--- src/shared/igt_pkg.sv ---
// Constants for the floating point and coprocessor gating block.
// Assumes a plain register port and a decode stage that asks each cycle.
// How it works
// RQ1: The 64-bit float enable equals the fpu 64-bit capable bit on revision 2 or later, and is 0 on revision 1.
// RQ2: A 64-bit float instruction decoded while that enable is low raises a reserved instruction exception.
// RQ3: Coprocessor 0 is usable in kernel mode (privilege field 0b00) or in debug mode or at exception or error level.
// RQ4: Coprocessors 1, 2 and 3 are usable exactly when their usable bit in the status register is set; units run 0 to 3.
// RQ5: The coprocessor 2 implemented flag follows the coprocessor 2 present bit of the second configuration register.
// RQ6: The debug port implemented flag equals the debug port present bit of the second configuration register.
// RQ7: With float absent every datatype query gives 0; with it present the any-format query (code 0) gives 1.
// RQ8: With float present the single query gives the single-format bit and the double query the double-format bit.
// RQ9: With float present the word query gives the single-format bit on revision 1 and the word-format bit later.
// RQ10: With float present the long query is true on revision 1 only for architecture type 1 or 2, later the long bit.
// RQ11: With float present the paired-single query is the paired bit and (revision 1 with type 1 or 2, or revision 2+).
// RQ12: Gating follows the current register bits, so a change acts on the next decoded instruction.
package igt_pkg;

    localparam int ADDR_W = 8;
    localparam int DATA_W = 32;

    // Register byte offsets
    localparam logic [7:0] OFS_STATUS = 8'h00;
    localparam logic [7:0] OFS_FPUID  = 8'h04;
    localparam logic [7:0] OFS_CFG    = 8'h08;
    localparam logic [7:0] OFS_GATE   = 8'h0c;
    localparam logic [7:0] OFS_CAUSE  = 8'h10;
    localparam logic [7:0] OFS_QUERY  = 8'h14;

    // Status register fields
    localparam int ST_PRIV_LSB = 0;
    localparam int ST_EXL      = 2;
    localparam int ST_ERL      = 3;
    localparam int ST_DBG      = 4;
    localparam int ST_CU_LSB   = 5;
    localparam logic [7:0] ST_RESET = 8'h00;

    // FPU identification register fields
    localparam int FI_SINGLE = 0;
    localparam int FI_DOUBLE = 1;
    localparam int FI_PAIRED = 2;
    localparam int FI_WORD   = 3;
    localparam int FI_LONG   = 4;
    localparam int FI_F64    = 5;
    localparam logic [5:0] FI_RESET = 6'h00;

    // Second configuration register fields
    localparam int CF_CP2     = 0;
    localparam int CF_DBGPORT = 1;
    localparam int CF_FLOAT   = 2;
    localparam int CF_AT_LSB  = 3;
    localparam int CF_REV_LSB = 5;
    localparam logic [7:0] CF_RESET = 8'h40;

    // Cause register fields
    localparam int CA_FP64 = 0;
    localparam int CA_COP  = 1;
    localparam int CA_FMT  = 2;
    localparam int CA_CNT_LSB = 8;

    // Query register fields
    localparam int QY_FMT_LSB  = 0;
    localparam int QY_UNIT_LSB = 4;
    localparam logic [5:0] QY_RESET = 6'h00;

    // Datatype query codes
    typedef enum logic [2:0] {
        IGT_FMT_ANY    = 3'h0,
        IGT_FMT_SINGLE = 3'h1,
        IGT_FMT_DOUBLE = 3'h2,
        IGT_FMT_WORD   = 3'h3,
        IGT_FMT_LONG   = 3'h4,
        IGT_FMT_PAIRED = 3'h5
    } igt_fmt_t;

    localparam logic [2:0] REV_FIRST = 3'h1;
    localparam logic [2:0] REV_LATER = 3'h2;
    localparam logic [1:0] AT_TYPE_A = 2'h1;
    localparam logic [1:0] AT_TYPE_B = 2'h2;
    localparam logic [1:0] PRIV_KERNEL = 2'h0;

endpackage

--- src/rtl/igt_cop_check.sv ---
// One coprocessor usability check.
// Assumes mode and usable bits come straight from held registers.
`timescale 1ns/100ps
module igt_cop_check #(
    parameter int UNIT = 0
) (
    input  wire logic [1:0] priv_i,
    input  wire logic       dbg_i,
    input  wire logic       exl_i,
    input  wire logic       erl_i,
    input  wire logic       cu_i,
    output logic            usable_o
);
    import igt_pkg::*;

    generate
        if (UNIT == 0) begin : g_kernel
            assign usable_o = (priv_i == PRIV_KERNEL) | dbg_i
                            | exl_i | erl_i; // RQ3
        end else begin : g_cu
            assign usable_o = cu_i; // RQ4
        end
    endgenerate
endmodule

--- src/rtl/igt_fmt_check.sv ---
// Floating point datatype query.
// Assumes all inputs but the format code are held register bits.
`timescale 1ns/100ps
module igt_fmt_check (
    input  wire logic [2:0] fmt_i,
    input  wire logic       float_i,
    input  wire logic [2:0] rev_i,
    input  wire logic [1:0] at_i,
    input  wire logic [5:0] fpuid_i,
    output logic            impl_o
);
    import igt_pkg::*;

    logic rev1;
    logic rev2p;
    logic at_ok;

    always_comb begin
        rev1  = (rev_i == REV_FIRST);
        rev2p = (rev_i >= REV_LATER);
        at_ok = (at_i == AT_TYPE_A) || (at_i == AT_TYPE_B);
        impl_o = 1'b0;
        if (float_i) begin // RQ7
            case (fmt_i)
                IGT_FMT_ANY:    impl_o = 1'b1; // RQ7
                IGT_FMT_SINGLE: impl_o = fpuid_i[FI_SINGLE]; // RQ8
                IGT_FMT_DOUBLE: impl_o = fpuid_i[FI_DOUBLE]; // RQ8
                IGT_FMT_WORD:   impl_o = (rev1 & fpuid_i[FI_SINGLE])
                                       | (rev2p & fpuid_i[FI_WORD]); // RQ9
                IGT_FMT_LONG:   impl_o = (rev1 & at_ok)
                                       | (rev2p & fpuid_i[FI_LONG]); // RQ10
                IGT_FMT_PAIRED: impl_o = fpuid_i[FI_PAIRED]
                                       & ((rev1 & at_ok) | rev2p); // RQ11
                default:        impl_o = 1'b0;
            endcase
        end
    end
endmodule

--- src/rtl/igt_gate.sv ---
// Floating point and coprocessor gating with its register file.
// Assumes decode asks once per cycle and reads answers one cycle later.
//
// The strobed register port and the placing of the registers are this design's own decisions.
`timescale 1ns/100ps
module igt_gate (
    input  wire logic                      clock_i,
    input  wire logic                      nrst_i,
    // Register port
    input  wire logic [igt_pkg::ADDR_W-1:0] addr_i,
    input  wire logic [igt_pkg::DATA_W-1:0] wdata_i,
    input  wire logic                      wr_i,
    input  wire logic                      rd_i,
    output logic      [igt_pkg::DATA_W-1:0] rdata_o,
    // Decode request
    input  wire logic                      dec_valid_i,
    input  wire logic                      dec_fp64_i,
    input  wire logic                      dec_cop_i,
    input  wire logic [1:0]                dec_unit_i,
    input  wire logic                      dec_fmt_chk_i,
    input  wire logic [2:0]                dec_fmt_i,
    // Gating answers
    output logic                           fp64_en_o,
    output logic      [3:0]                cop_usable_o,
    output logic                           cop2_impl_o,
    output logic                           dbg_port_impl_o,
    output logic                           fmt_impl_o,
    output logic                           ri_exc_o
);
    import igt_pkg::*;

    // Held mode and configuration state
    logic [7:0] status_q;
    logic [7:0] status_d;
    logic [5:0] fpuid_q;
    logic [5:0] fpuid_d;
    logic [7:0] cfg_q;
    logic [7:0] cfg_d;
    logic [5:0] query_q;
    logic [5:0] query_d;

    // Exception cause tracking
    logic [2:0] cause_q;
    logic [2:0] cause_d;
    logic [7:0] ri_cnt_q;
    logic [7:0] ri_cnt_d;

    // Output registers
    logic [DATA_W-1:0] rdata_q;
    logic [DATA_W-1:0] rdata_d;
    logic              fp64_en_q;
    logic              fp64_en_d;
    logic [3:0]        cop_usable_q;
    logic [3:0]        cop_usable_d;
    logic              cop2_impl_q;
    logic              cop2_impl_d;
    logic              dbg_impl_q;
    logic              dbg_impl_d;
    logic              fmt_impl_q;
    logic              fmt_impl_d;
    logic              ri_exc_q;
    logic              ri_exc_d;

    // Decoded register fields
    logic [1:0] priv;
    logic       exception_level_bit;
    logic       error_level_bit;
    logic       dbg;
    logic [3:0] cu_bits;
    logic       float_present;
    logic [1:0] arch_type;
    logic [2:0] revision;

    // Live gating terms
    logic       fp64_en;
    logic [3:0] cop_usable;
    logic       dec_fmt_ok;
    logic       qry_fmt_ok;
    logic       qry_cop_ok;
    logic       float_any;

    // Access decode
    logic wr_status;
    logic wr_fpuid;
    logic wr_cfg;
    logic wr_cause;
    logic wr_query;

    // Exception causes this cycle
    logic exc_fp64;
    logic exc_cop;
    logic exc_fmt;
    logic exc_any;

    always_comb begin
        priv          = status_q[ST_PRIV_LSB +: 2];
        exception_level_bit           = status_q[ST_EXL];
        error_level_bit           = status_q[ST_ERL];
        dbg           = status_q[ST_DBG];
        cu_bits       = {status_q[ST_CU_LSB +: 3], 1'b0};
        float_present = cfg_q[CF_FLOAT];
        arch_type     = cfg_q[CF_AT_LSB +: 2];
        revision      = cfg_q[CF_REV_LSB +: 3];
    end

    // 64-bit float enable from revision and capability
    always_comb begin
        if (revision >= REV_LATER) begin
            fp64_en = fpuid_q[FI_F64]; // RQ1
        end else begin
            fp64_en = 1'b0; // RQ1
        end
    end

    // One usability check per coprocessor unit
    genvar u;
    generate
        for (u = 0; u < 4; u++) begin : g_cop
            igt_cop_check #(
                .UNIT     (u)
            ) u_cop (
                .priv_i   (priv),
                .dbg_i    (dbg),
                .exl_i    (exception_level_bit),
                .erl_i    (error_level_bit),
                .cu_i     (cu_bits[u]),
                .usable_o (cop_usable[u])
            );
        end
    endgenerate

    // Datatype check for the instruction being decoded
    igt_fmt_check u_dec_fmt (
        .fmt_i   (dec_fmt_i),
        .float_i (float_present),
        .rev_i   (revision),
        .at_i    (arch_type),
        .fpuid_i (fpuid_q),
        .impl_o  (dec_fmt_ok)
    );

    // Datatype check for the software query
    igt_fmt_check u_qry_fmt (
        .fmt_i   (query_q[QY_FMT_LSB +: 3]),
        .float_i (float_present),
        .rev_i   (revision),
        .at_i    (arch_type),
        .fpuid_i (fpuid_q),
        .impl_o  (qry_fmt_ok)
    );

    // Any-format check gives overall float presence
    igt_fmt_check u_any_fmt (
        .fmt_i   (IGT_FMT_ANY),
        .float_i (float_present),
        .rev_i   (revision),
        .at_i    (arch_type),
        .fpuid_i (fpuid_q),
        .impl_o  (float_any)
    );

    assign qry_cop_ok = cop_usable[query_q[QY_UNIT_LSB +: 2]]; // RQ4

    // Write decode
    always_comb begin
        wr_status = 1'b0;
        wr_fpuid  = 1'b0;
        wr_cfg    = 1'b0;
        wr_cause  = 1'b0;
        wr_query  = 1'b0;
        if (wr_i && addr_i == OFS_STATUS) begin
            wr_status = 1'b1;
        end else if (wr_i && addr_i == OFS_FPUID) begin
            wr_fpuid = 1'b1;
        end else if (wr_i && addr_i == OFS_CFG) begin
            wr_cfg = 1'b1;
        end else if (wr_i && addr_i == OFS_CAUSE) begin
            wr_cause = 1'b1;
        end else if (wr_i && addr_i == OFS_QUERY) begin
            wr_query = 1'b1;
        end
    end

    // Register next values; a write acts on the next decode
    always_comb begin
        status_d = status_q;
        fpuid_d  = fpuid_q;
        cfg_d    = cfg_q;
        query_d  = query_q;
        if (wr_status) begin
            status_d = wdata_i[7:0]; // RQ12
        end
        if (wr_fpuid) begin
            fpuid_d = wdata_i[5:0]; // RQ12
        end
        if (wr_cfg) begin
            cfg_d = wdata_i[7:0]; // RQ12
        end
        if (wr_query) begin
            query_d = wdata_i[5:0];
        end
    end

    // Reserved instruction causes from live gating
    always_comb begin
        exc_fp64 = dec_valid_i & dec_fp64_i & ~fp64_en; // RQ2
        exc_cop  = dec_valid_i & dec_cop_i & ~cop_usable[dec_unit_i];
        exc_fmt  = dec_valid_i & dec_fmt_chk_i & ~dec_fmt_ok;
        exc_any  = exc_fp64 | exc_cop | exc_fmt; // RQ2
    end

    // Sticky causes; a new cause wins over a clear
    always_comb begin
        cause_d  = cause_q;
        ri_cnt_d = ri_cnt_q;
        if (wr_cause) begin
            cause_d  = cause_q & ~wdata_i[2:0];
            ri_cnt_d = 8'h00;
        end
        cause_d[CA_FP64] = cause_d[CA_FP64] | exc_fp64;
        cause_d[CA_COP]  = cause_d[CA_COP] | exc_cop;
        cause_d[CA_FMT]  = cause_d[CA_FMT] | exc_fmt;
        if (exc_any && ri_cnt_d != 8'hff) begin
            ri_cnt_d = ri_cnt_d + 8'h01;
        end
    end

    // Gating answers to decode, registered for timing
    always_comb begin
        fp64_en_d    = fp64_en; // RQ1
        cop_usable_d = cop_usable; // RQ3
        cop2_impl_d  = cfg_q[CF_CP2]; // RQ5
        dbg_impl_d   = cfg_q[CF_DBGPORT]; // RQ6
        fmt_impl_d   = dec_fmt_ok; // RQ8
        ri_exc_d     = exc_any; // RQ2
    end

    // Read data, zero for unmapped addresses
    always_comb begin
        rdata_d = '0;
        if (rd_i && addr_i == OFS_STATUS) begin
            rdata_d[7:0] = status_q;
        end else if (rd_i && addr_i == OFS_FPUID) begin
            rdata_d[5:0] = fpuid_q;
        end else if (rd_i && addr_i == OFS_CFG) begin
            rdata_d[7:0] = cfg_q;
        end else if (rd_i && addr_i == OFS_GATE) begin
            rdata_d[0]   = fp64_en;
            rdata_d[4:1] = cop_usable;
            rdata_d[5]   = cfg_q[CF_CP2];
            rdata_d[6]   = cfg_q[CF_DBGPORT];
            rdata_d[7]   = float_any;
            rdata_d[8]   = qry_fmt_ok;
            rdata_d[9]   = qry_cop_ok;
        end else if (rd_i && addr_i == OFS_CAUSE) begin
            rdata_d[2:0] = cause_q;
            rdata_d[CA_CNT_LSB +: 8] = ri_cnt_q;
        end else if (rd_i && addr_i == OFS_QUERY) begin
            rdata_d[5:0] = query_q;
        end
    end

    always_ff @(posedge clock_i or negedge nrst_i) begin
        if (!nrst_i) begin
            status_q <= ST_RESET;
            fpuid_q  <= FI_RESET;
            cfg_q    <= CF_RESET;
            query_q  <= QY_RESET;
        end else begin
            status_q <= status_d;
            fpuid_q  <= fpuid_d;
            cfg_q    <= cfg_d;
            query_q  <= query_d;
        end
    end

    always_ff @(posedge clock_i or negedge nrst_i) begin
        if (!nrst_i) begin
            cause_q  <= 3'h0;
            ri_cnt_q <= 8'h00;
        end else begin
            cause_q  <= cause_d;
            ri_cnt_q <= ri_cnt_d;
        end
    end

    always_ff @(posedge clock_i or negedge nrst_i) begin
        if (!nrst_i) begin
            rdata_q      <= '0;
            fp64_en_q    <= 1'b0;
            cop_usable_q <= 4'h0;
            cop2_impl_q  <= 1'b0;
            dbg_impl_q   <= 1'b0;
            fmt_impl_q   <= 1'b0;
            ri_exc_q     <= 1'b0;
        end else begin
            rdata_q      <= rdata_d;
            fp64_en_q    <= fp64_en_d;
            cop_usable_q <= cop_usable_d;
            cop2_impl_q  <= cop2_impl_d;
            dbg_impl_q   <= dbg_impl_d;
            fmt_impl_q   <= fmt_impl_d;
            ri_exc_q     <= ri_exc_d;
        end
    end

    assign rdata_o         = rdata_q;
    assign fp64_en_o       = fp64_en_q;
    assign cop_usable_o    = cop_usable_q;
    assign cop2_impl_o     = cop2_impl_q;
    assign dbg_port_impl_o = dbg_impl_q;
    assign fmt_impl_o      = fmt_impl_q;
    assign ri_exc_o        = ri_exc_q;

endmodule

--- config.mk ---
export PLATFORM = sky130hd
export DESIGN_NAME = igt_gate
export DESIGN_NICKNAME = d
export VERILOG_FILES = /design/src/shared/igt_pkg.sv /design/src/rtl/igt_cop_check.sv /design/src/rtl/igt_fmt_check.sv /design/src/rtl/igt_gate.sv
export SDC_FILE = /design/constraint.sdc
export NUM_CORES = 1
export LEC_CHECK = 0
export ABC_AREA = 1
export BUFFER_PORTS_ARGS = -buffer_cell sky130_fd_sc_hd__buf_4
export CORE_ASPECT_RATIO = 1.1
export CORE_MARGIN = 3
export CORE_UTILIZATION = 47
export DETAILED_ROUTE_END_ITERATION = 8
export GPL_TIMING_DRIVEN = 0
export PLACE_DENSITY_LB_ADDON = 0.08
export SKIP_CTS_REPAIR_TIMING = 1
export SYNTH_ARGS = -nofsm -noshare
export SYNTH_HDL_FRONTEND = slang
export SYNTH_SLANG_ARGS = --single-unit
export TNS_END_PERCENT = 100
--- constraint.sdc ---
create_clock -name clock_i -period 1.71 [get_ports clock_i]
set_clock_uncertainty 0.15 [all_clocks]
set_input_delay 0.171 -clock clock_i [delete_from_list [all_inputs] [get_ports clock_i]]
set_output_delay 0.171 -clock clock_i [all_outputs]
set_load 0.02 [all_outputs]
==> flow_metrics.env, run 1 <==
export IMPL_status="finished, violations left"
export IMPL_violations="negative setup slack"
export IMPL_yosysWarnings=0
export IMPL_clkLatencyLatePin_ns=0.34
export IMPL_required_ns=1.85
export IMPL_whs_path_depth=4
export IMPL_r2r_end="ri_cnt_q[6]$_DFF_PN0_"
export IMPL_placedInstanceArea_um2=3760
export IMPL_slew_headroom_pct=46.4
export IMPL_wl_per_cell_um=15.0
export IMPL_arrival_ns=2.06
export IMPL_diodes=0
export IMPL_drt_iter0_markers=226
export IMPL_routed_via_density=5.11
export IMPL_crit_top_cell="nand2_1"
export IMPL_place_inst=533
export IMPL_drv_slew=0
export IMPL_core_area_um2=6340
export IMPL_period_needed_ns=1.93
export IMPL_rrSetupSlack_ns=-0.22
export IMPL_antenna_found_initial=0
export IMPL_wirelength_mm=8.48
export IMPL_cp_max_fo=5
export IMPL_synth_cell_types=36
export IMPL_min_to="cause_q[1]$_DFF_PN0_"
export IMPL_fin_util_pct=65.9
export IMPL_drt_pass1_iterations=5
export IMPL_synth_cells=385
export IMPL_portBuffers=53
export IMPL_drc_errors=0
export IMPL_rows=30
export IMPL_cts_buffers_inserted=9
export IMPL_powerDensity_nw_per_um2=887
export IMPL_reg2reg_depth=13
export IMPL_cp_top_family="simple AND/OR/NAND/NOR gates"
export IMPL_clk_path_buf_depth=2
export IMPL_max_stage_delay_ns=0.59
export IMPL_fin_crit_sh_pct=113
export IMPL_fp_dieArea_um2=7760
export IMPL_floorplan_initialDensity_pct=49.9
export IMPL_path_buf_inv=2
export IMPL_crit_path_cell_trace="inv_2 -> nand2_1 -> nor2_1 -> nand2_1 -> nand2_1 -> nand3_1 -> nand4_1 -> nand2_2 -> nand2_4 -> nand2_8 -> buf_4 -> nand3_1 -> nand2_2"
export IMPL_synth_avg_cell_area_um2=8.23
export IMPL_start_kind="flop"
export IMPL_design_area_um2=4180
export IMPL_clockRootBuffer="clkbuf_8"
export IMPL_leakagePower_uw=0.00218
export IMPL_ys_seq_area_share_pct=50.6
export IMPL_nets=535
export IMPL_cp_slowest_cell="dfstp_2"
export IMPL_cts_sinks=64
export IMPL_h_tree_depth=3
export IMPL_boundaryPins=94
export IMPL_setup_ws_ns=-0.218
export IMPL_num_vias=2891
export IMPL_track_usage_pct=21.6
export IMPL_cp_depth=13
export IMPL_fin_setup_tns_ns=-1.64
export IMPL_hold_start="dec_unit_i[0]"
export IMPL_final_cells=566
export IMPL_n_fill_cell=573
export IMPL_grt_max_degree=65
export IMPL_crit_type="flop to flop"
export IMPL_dp_hpwl_mm=6.04
export IMPL_grt_first_pass_wirelength_mm=12.9
export IMPL_rsz0062_at_grt="true"
export IMPL_r2r_start="cfg_q[6]$_DFFE_PN1P_"
export IMPL_end_kind="flop"
export IMPL_clkTransAtPathRegs_ns=0.07
export IMPL_area_growth_syn_to_layout_pct=32.0
export IMPL_final_antenna_net_count=0
export IMPL_die_width_um=84.3
export IMPL_die_h_um=92.1
export IMPL_hp_class="input pin to flop"
export IMPL_final_setup_viol_count=8
export IMPL_synthesis_area_um2=3170
export IMPL_hold_violations=0
export IMPL_worst_slew_pin_slew_ns=0.805
export IMPL_ys_ff_latch=64
export IMPL_grt_pass1_vias=2677
export IMPL_layout_drive_gt1_share_pct=27.8
export IMPL_fmax_ghz=0.519
export IMPL_ir_drop_uv=501
export IMPL_maxCapViolCount=0
export IMPL_finalWeightedCongestion=0.903
export IMPL_grt_ovfl_total=0
export IMPL_cts_tree="done"
[worst max-delay path by stage]
stage                              start                     to
finish              cfg_q[6]$_DFFE_PN1P_  ri_cnt_q[6]$_DFF_PN0_
global route        cfg_q[6]$_DFFE_PN1P_  ri_cnt_q[6]$_DFF_PN0_
CTS                 cfg_q[7]$_DFFE_PN0P_  ri_cnt_q[4]$_DFF_PN0_
detailed placement             addr_i[5]  ri_cnt_q[4]$_DFF_PN0_
global placement    cfg_q[7]$_DFFE_PN0P_  ri_cnt_q[6]$_DFF_PN0_
floorplan                      addr_i[5]  ri_cnt_q[6]$_DFF_PN0_
[routing by layer]
layer / up-vias / global-route usage, % / wire length (um) / share of wire, %
met3: 19 / 4.40 / 502 / 5.9
met1: 1358 / 27.2 / 3480 / 41
met5: - / 0 / 0 / 0
met4: 0 / 11.3 / 256 / 3.0
met2: 113 / 35.0 / 4240 / 50
li1: 1401 / - / - / -
[stage by stage]
| step | hold WS (ns) | setup WS (ns) | total power, uW |
|---|---|---|---|
| CTS | -0.210 | -0.379 | 3650 |
| global placement | 0.162 | -0.380 | 2380 |
| finish | 0.0397 | -0.218 | 3710 |
| detailed placement | 0.160 | -0.394 | 2400 |
| global route | 0.0586 | -0.313 | 3910 |
| floorplan | -0.275 | -0.00210 | 2190 |
[cell families after synthesis]
group,Yosys count,share of synthesized area [%]
AO/OA/AOI/OAI,63,10.8
other,1,0.118
buffers and inverters,81,11.8
XOR/XNOR,4,1.11
AND/OR/NAND/NOR,171,25.1
flip-flops,64,50.6
adder cells (fa/ha/maj),1,0.395
[power by group]
part / switching (uW) / internal (uW)
clock: 597 / 659
combinational: 433 / 296
sequential: 102 / 1620
[final cells by class]
| type | instances | area, um^2 | share of cell area [%] |
|---|---|---|---|
| Buffer | 23 | 158 | 3.77 |
| Inverter | 58 | 230 | 5.51 |
| Timing Repair Buffer | 69 | 548 | 13.1 |
| Tap cell | 80 | 100 | 2.39 |
| Clock inverter | 7 | 62.6 | 1.50 |
| Clock buffer | 9 | 124 | 2.96 |
| Multi-Input combinational cell | 256 | 1360 | 32.4 |
| Sequential cell | 64 | 1600 | 38.3 |
[cells in the mapped netlist (all sizes together)]
master     n  area (um^2)
o221ai     2         17.5
dfstp      1         26.3
nor2      18         85.1
xor2       4         35.0
o2111ai    2         17.5
and3       1         6.26
buf       19          141
o211ai     3         22.5
a21oi     13         65.1
inv       58          218
conb       1         3.75
nor3       8         50.1
clkbuf     4         15.0
nand4      7         58.8
or2        1         6.26
o21ai     39          195
ha         1         12.5
nor4       1         6.26
nand2    102          405
and2       1         6.26
dfrtp     63         1580
nand3     31          160
a31oi      1         6.26
nand3b     1         11.3
o22ai      3         18.8
[flip-flops by register name, summed over array words and instances (netlist names)]
register and count:
rdata_o 16, cfg_q 8, ri_cnt_q 8, status_q 8, fpuid_q 6, query_q 6
cop_usable_o 4, cause_q 3, cop2_impl_o 1, dbg_port_impl_o 1, fmt_impl_o 1, fp64_en_o 1
ri_exc_o 1
[cell usage in the layout, fill, tap and decap left out, types with 6 or more instances in the layout]
| cell type | n |
|---|---|
| o21ai_1 | 9 |
| nand3_1 | 30 |
| buf_4 | 73 |
| nand2_2 | 12 |
| conb_1 | 16 |
| nand2_1 | 86 |
| o21ai_0 | 30 |
| inv_1 | 50 |
| clkbuf_8 | 9 |
| nor2_1 | 12 |
| dfrtp_1 | 63 |
| a21oi_1 | 13 |
| nand4_1 | 6 |
| dlygate4sd3_1 | 12 |
[worst reg2reg max path, stage by stage, from the launching register on]
cell and delay, ns:
dfstp_2 0.59, inv_2 0.05, nand2_1 0.05, nor2_1 0.04, nand2_1 0.13, nand2_1 0.09, nand3_1 0.08, nand4_1 0.11
nand2_2 0.12, nand2_4 0.09, nand2_8 0.11, buf_4 0.12, nand3_1 0.07, nand2_2 0.06
Note: power is estimated with default switching activity, not from simulation.
==> inputs of run 2 (changes only) <==
--- a/config.mk
+++ b/config.mk
@@ -9,7 +9,8 @@
 export BUFFER_PORTS_ARGS = -buffer_cell sky130_fd_sc_hd__buf_4
 export CORE_ASPECT_RATIO = 1.1
 export CORE_MARGIN = 3
-export CORE_UTILIZATION = 47
+export CORE_UTILIZATION = 48
+export CTS_BUF_LIST = sky130_fd_sc_hd__clkbuf_8
 export DETAILED_ROUTE_END_ITERATION = 8
 export GPL_TIMING_DRIVEN = 0
 export PLACE_DENSITY_LB_ADDON = 0.08
==> run 2 against run 1 <==
The flow finishes with violations (negative hold slack, negative setup slack). Hold slack worse by 0.063 ns. Highest routed layer unchanged. Register-to-register slack better by 0.04 ns. Cell area is 0.36% higher. Power is 1.3% higher. Setup slack better by 0.043 ns. Largest power group unchanged. Critical endpoint is now ri_cnt_q[4]$_DFF_PN0_. Sequential cell count stayed put.
==> flow_metrics.env, run 2 (synthesized netlist as in run 1, its figures left out) <==
export IMPL_cts_sinks=64
export IMPL_boundaryPins=94
export IMPL_portBuffers=53
export IMPL_intPower_uw=2660
export IMPL_num_vias=2883
export IMPL_die_width_um=83.4
export IMPL_slew_headroom_pct=46.5
export IMPL_crit_top_cell="nand2_2"
export IMPL_grt_max_degree=65
export IMPL_grt_ovfl_total=0
export IMPL_wirelength_mm=8.37
export IMPL_crit_type="flop to flop"
export IMPL_clkTransAtPathRegs_ns=0.07
export IMPL_cts_buffers_inserted=9
export IMPL_fin_util_pct=66.9
export IMPL_largest_reg_flops=16
export IMPL_wl_met2_mm=4.17
export IMPL_floorplan_initialDensity_pct=50.5
export IMPL_clockRootBuffer="clkbuf_8"
export IMPL_whs_path_depth=3
export IMPL_violations="negative hold slack, negative setup slack"
export IMPL_diodes=0
export IMPL_hp_class="input pin to flop"
export IMPL_die_h_um=91.2
export IMPL_ff_latch_area_um2=1600
export IMPL_worst_hold_slack_ns=-0.0228
export IMPL_drt_pass1_iterations=5
export IMPL_drt_iter0_markers=227
export IMPL_ir_drop_uv=614
export IMPL_finalWeightedCongestion=0.902
export IMPL_met3_wirelength_um=574
export IMPL_clkLatencyLatePin_ns=0.34
export IMPL_leakagePower_uw=0.00219
export IMPL_p_sw_uw=1100
export IMPL_seq_power_share_pct=45.7
export IMPL_clk_path_buf_depth=2
export IMPL_reg2reg_depth=13
export IMPL_final_antenna_net_count=0
export IMPL_wl_met1_mm=3.46
export IMPL_cp_max_fo=8
export IMPL_final_common_cell="nand2_1"
export IMPL_max_stage_delay_ns=0.58
export IMPL_n_fill_cell=537
export IMPL_fin_setup_tns_ns=-1.27
export IMPL_status="finished, violations left"
export IMPL_fp_dieArea_um2=7610
export IMPL_maxCapViolCount=0
export IMPL_required_ns=1.78
export IMPL_drc_errors=0
export IMPL_nets=534
export IMPL_layout_drive_gt1_share_pct=29.3
export IMPL_p_clk_share_pct=34.4
export IMPL_core_area_um2=6270
export IMPL_routed_via_density=5.10
export IMPL_area_growth_syn_to_layout_pct=32.5
export IMPL_track_usage_pct=21.8
export IMPL_hold_violations=2
export IMPL_grt_first_pass_wirelength_mm=13.2
export IMPL_period_needed_ns=1.89
export IMPL_dp_hpwl_mm=5.99
export IMPL_crit_path_cell_trace="inv_2 -> nand2_2 -> nor2_2 -> nand2_2 -> nand2_2 -> nand3_2 -> nand4_1 -> nand2_2 -> nand2_4 -> nand2_8 -> nand2_8 -> nand2_2 -> nand2_1"
export IMPL_h_tree_depth=3
export IMPL_multi_input_area_um2=1380
export IMPL_arrival_ns=1.96
export IMPL_grt_pass1_vias=2753
export IMPL_final_setup_viol_count=8
export IMPL_rsz0062_at_grt="true"
export IMPL_fin_crit_sh_pct=110
export IMPL_p_comb_share_pct=19.9
export IMPL_end_kind="flop"
export IMPL_powerDensity_nw_per_um2=896
export IMPL_rows=30
export IMPL_layout_common_cells="80 x nand2_1, 75 x buf_4, 63 x dfrtp_1"
export IMPL_cts_tree="done"
export IMPL_rrSetupSlack_ns=-0.18
export IMPL_worst_slew_pin_slew_ns=0.803
export IMPL_setup_ws_ns=-0.175
export IMPL_cp_slowest_cell="dfstp_2"
export IMPL_antenna_found_initial=0
export IMPL_wl_per_cell_um=14.8
export IMPL_drv_slew=0
export IMPL_top_layer_used="met4"
export IMPL_swShare_pct=29.2
export IMPL_start_kind="flop"
export IMPL_fmax_ghz=0.531
run 2: changes by cell type in the layout (fill, tap and decap cells not counted), sizes merged:
cell,change
buf,+2
clkbuf,+2
clkinv,-3
clkinvlp,-1
dlygate4sd3,-3
inv,+2
run 2: final cells by class:
| class | instances | area share [%] |
|---|---|---|
| Sequential cell | 64 | 38.2 |
| Multi-Input combinational cell | 256 | 32.8 |
| Timing Repair Buffer | 68 | 12.7 |
| Inverter | 58 | 5.49 |
| Buffer | 23 | 3.73 |
| Clock buffer | 11 | 3.61 |
| Tap cell | 80 | 2.39 |
| Clock inverter | 5 | 1.13 |
run 2: path summary, 6_finish.rpt:
check,start,to
min in group asynchronous,nrst_i,rdata_o[4]$_DFF_PN0_
min,dec_cop_i,cause_q[1]$_DFF_PN0_
max,cfg_q[6]$_DFFE_PN1P_,ri_cnt_q[4]$_DFF_PN0_
max in group asynchronous,nrst_i,rdata_o[15]$_DFF_PN0_
max reg2reg,cfg_q[6]$_DFFE_PN1P_,ri_cnt_q[4]$_DFF_PN0_
min reg2reg,cfg_q[0]$_DFFE_PN0P_,cop2_impl_o$_DFF_PN0_
run 2: layer usage:
metal  vias to the layer above  track usage [%]
li1                       1401                -
met4                         0             8.71
met1                      1341             27.3
met2                       124             36.0
met3                        17             5.90
met5                         -                0
run 2: through the flow:
step	power (uW)	hold WS, ns	setup slack, ns	std cells	cell area (um^2)
floorplan	2190	-0.275	-0.00210	400	3260
finish	3760	-0.0228	-0.175	565	4200
global placement	2380	0.163	-0.371	533	3760
CTS	3690	-0.199	-0.361	549	3960
global route	3930	0.00416	-0.254	565	4200
detailed placement	2400	0.168	-0.418	533	3760
run 2: critical path, delay by kind of cell (launching register included):
kind,cells,cell delay [ns]
buf+inv,1,0.05
flops,1,0.58
simple gates,12,0.99
run 2: power by group through the flow:
stage / logic (uW) / registers (uW) / clock network [uW]
after global placement: 638 / 1740 / 0
after detailed placement: 657 / 1740 / 0
after global routing: 826 / 1730 / 1370
final: 746 / 1720 / 1290
after floorplan: 459 / 1730 / 0
after CTS: 661 / 1710 / 1310
==> inputs of run 3 (changes only) <==
--- a/config.mk
+++ b/config.mk
@@ -5,11 +5,10 @@
 export SDC_FILE = /design/constraint.sdc
 export NUM_CORES = 1
 export LEC_CHECK = 0
-export ABC_AREA = 1
 export BUFFER_PORTS_ARGS = -buffer_cell sky130_fd_sc_hd__buf_4
 export CORE_ASPECT_RATIO = 1.1
 export CORE_MARGIN = 3
-export CORE_UTILIZATION = 48
+export CORE_UTILIZATION = 53
 export CTS_BUF_LIST = sky130_fd_sc_hd__clkbuf_8
 export DETAILED_ROUTE_END_ITERATION = 8
 export GPL_TIMING_DRIVEN = 0
==> constraint.sdc (replaced) <==
create_clock -name clock_i -period 2 [get_ports clock_i]
set_clock_uncertainty 0.15 [all_clocks]
set_input_delay 0.2 -clock clock_i [delete_from_list [all_inputs] [get_ports clock_i]]
set_output_delay 0.2 -clock clock_i [all_outputs]
set_load 0.02 [all_outputs]
==> run 3 against run 2 <==
Setup slack worse by 0.13 ns. Die area down 9.4%. Final cell count down 18%. Critical path depth down 6. Critical path type unchanged. Fmax down 18%. Combinational power down 8.7%. Power down 15%. Via count down 11%. The flow still finishes with violations (negative hold slack, negative setup slack). Global-route usage up 0.59 points.
==> flow_metrics.env, run 3 <==
export IMPL_grt_pass1_vias=2344
export IMPL_synth_cell_types=58
export IMPL_track_usage_pct=22.4
export IMPL_grt_max_degree=65
export IMPL_synthesis_area_um2=3140
export IMPL_floorplan_initialDensity_pct=56.4
export IMPL_h_tree_depth=3
export IMPL_final_common_cell="buf_4"
export IMPL_design_area_um2=4230
export IMPL_clkTransAtPathRegs_ns=0.07
export IMPL_cts_sinks=64
export IMPL_yosysWarnings=0
export IMPL_rsz0062_at_grt="true"
export IMPL_ir_drop_uv=566
export IMPL_num_vias=2556
export IMPL_n_fill_cell=403
export IMPL_crit_start="cfg_q[6]$_DFFE_PN1P_"
export IMPL_cts_buffers_inserted=9
export IMPL_ys_seq_area_share_pct=51.0
export IMPL_grt_ovfl_total=0
export IMPL_period_needed_ns=2.31
export IMPL_routed_via_density=5.50
export IMPL_diodes=0
export IMPL_wl_per_cell_um=16.5
export IMPL_setup_ws_ns=-0.307
export IMPL_drv_slew=0
export IMPL_fin_setup_tns_ns=-1.59
export IMPL_synth_edf_count=0
export IMPL_die_width_um=79.4
export IMPL_ys_ff_latch=64
export IMPL_synthTopCellsByCount="63 x dfrtp_1, 30 x nand2_1, 18 x nor2_1"
export IMPL_rows=28
export IMPL_synth_top_area_share_pct=50.1
export IMPL_clockRootBuffer="clkbuf_8"
export IMPL_boundaryPins=94
export IMPL_wirelength_mm=7.69
export IMPL_hp_class="input pin to flop"
export IMPL_final_antenna_net_count=0
export IMPL_r2r_start="cfg_q[6]$_DFFE_PN1P_"
export IMPL_violations="negative hold slack, negative setup slack"
export IMPL_end_kind="flop"
export IMPL_placedInstanceArea_um2=3750
export IMPL_arrival_ns=2.42
export IMPL_final_setup_viol_count=9
export IMPL_worst_hold_slack_ns=-0.00313
export IMPL_die_h_um=86.8
export IMPL_powerDensity_nw_per_um2=752
export IMPL_antenna_found_initial=0
export IMPL_drt_pass1_iterations=4
export IMPL_drt_iter0_markers=180
export IMPL_cts_tree="done"
export IMPL_finalWeightedCongestion=0.865
export IMPL_clk_path_buf_depth=2
export IMPL_hold_violations=2
export IMPL_synth_most_common_cell="dfrtp_1"
export IMPL_dp_hpwl_mm=5.34
export IMPL_synth_cells=281
export IMPL_clkLatencyLatePin_ns=0.33
export IMPL_leakagePower_uw=0.00207
export IMPL_largest_reg_flops=16
export IMPL_place_inst=424
export IMPL_yosysTopAreaCell="dfrtp_1"
export IMPL_core_area_um2=5570
export IMPL_required_ns=2.11
export IMPL_cp_max_fo=7
export IMPL_portBuffers=53
export IMPL_fin_crit_sh_pct=115
export IMPL_fmax_ghz=0.433
export IMPL_grt_first_pass_wirelength_mm=11.7
export IMPL_hold_start="dec_fmt_i[2]"
export IMPL_crit_type="flop to flop"
export IMPL_synthFlopType="dfrtp_1"
export IMPL_final_cells=465
export IMPL_worst_slew_pin_slew_ns=0.794
export IMPL_layout_drive_gt1_share_pct=37.9
export IMPL_maxCapViolCount=0
export IMPL_nets=439
export IMPL_synth_top_cells_by_area="dfrtp_1 50%, mux2_2 5.7%, mux2_1 5.4%"
export IMPL_layout_common_cells="86 x buf_4, 60 x dfrtp_1, 29 x nand2_1"
export IMPL_synthArstFlopShare_pct=100
export IMPL_area_growth_syn_to_layout_pct=34.4
export IMPL_drc_errors=0
export IMPL_status="finished, violations left"
export IMPL_synth_avg_cell_area_um2=11.2
export IMPL_fp_dieArea_um2=6890
export IMPL_start_kind="flop"
export IMPL_slew_headroom_pct=46.9
run 3: changes by cell type in the layout (fill, tap and decap cells not counted), sizes merged, moves of 10 or more:
cell,before,now
inv,60,5
mux2,0,31
o21ai,39,13
nand3,31,5
buf,78,88
nand2,103,30
run 3: cells by family (layout without fill, tap and decap cells):
logic type / after synthesis / after routing / synth area share (%)
compound gates: 60 / 60 / 13.9
xor+xnor: 1 / 1 / 0.279
mux: 40 / 40 / 14.4
buf+inv: 25 / 119 / 4.89
simple gates: 89 / 89 / 15.1
other cells: 1 / 16 / 0.119
flops: 64 / 64 / 51.0
fa+ha+maj: 1 / 1 / 0.398
run 3: report_power, final:
| group | switching [uW] | internal, uW | total, uW |
|---|---|---|---|
| clock network | 484 | 512 | 996 |
| registers | 102 | 1400 | 1500 |
| logic | 349 | 331 | 681 |
| total | 935 | 2240 | 3180 |
run 3: final timing paths:
path / depth (start not counted) / slack, ns / endpoint
max: 7 / -0.31 / ri_cnt_q[7]$_DFF_PN0_
min in group asynchronous: 2 / 0.34 / cop_usable_o[3]$_DFF_PN0_
min: 4 / -0.003 / fmt_impl_o$_DFF_PN0_
max reg2reg: 7 / -0.31 / ri_cnt_q[7]$_DFF_PN0_
min reg2reg: 0 / 0.28 / cop2_impl_o$_DFF_PN0_
max in group asynchronous: 2 / 0.83 / cfg_q[5]$_DFFE_PN0P_
run 3: per-layer routing:
layer | vias up | global-route usage [%] | wire length (um)
met5 | - | 0 | 0
met4 | 0 | 7.03 | 125
met3 | 14 | 4.26 | 466
met2 | 103 | 37.9 | 3860
met1 | 1241 | 29.2 | 3240
li1 | 1198 | - | -
run 3: worst max-delay path, stage by stage, from the launching register on:
cell      delay [ns]
dfstp_2         0.63
nor2_1          0.12
a311oi_2        0.35
o21ba_2         0.20
nor3b_4         0.07
buf_4           0.14
or4_4           0.42
a21oi_2         0.15
run 3: layout make-up:
type	count	area [um^2]	area share (%)
sequential	64	1610	38.0
inverter	6	25.0	0.592
clock inverter	5	31.3	0.740
timing repair buffer	78	607	14.4
clock buffer	11	151	3.58
multi-input combinational	207	1580	37.4
tap	75	93.8	2.22
buffer	19	131	3.11
run 3: metrics by stage:
stage                     utilization [%]  hold slack (ns)  setup slack (ns)  total power (uW)
after floorplan                         -           -0.246            -0.207              1870
after global placement               67.3            0.178            -0.526              2050
after detailed placement             67.3            0.179            -0.578              2070
after CTS                            70.6           -0.184            -0.344              3060
after global routing                 75.9         0.000102            -0.385              3350
final                                75.9         -0.00313            -0.307              3180
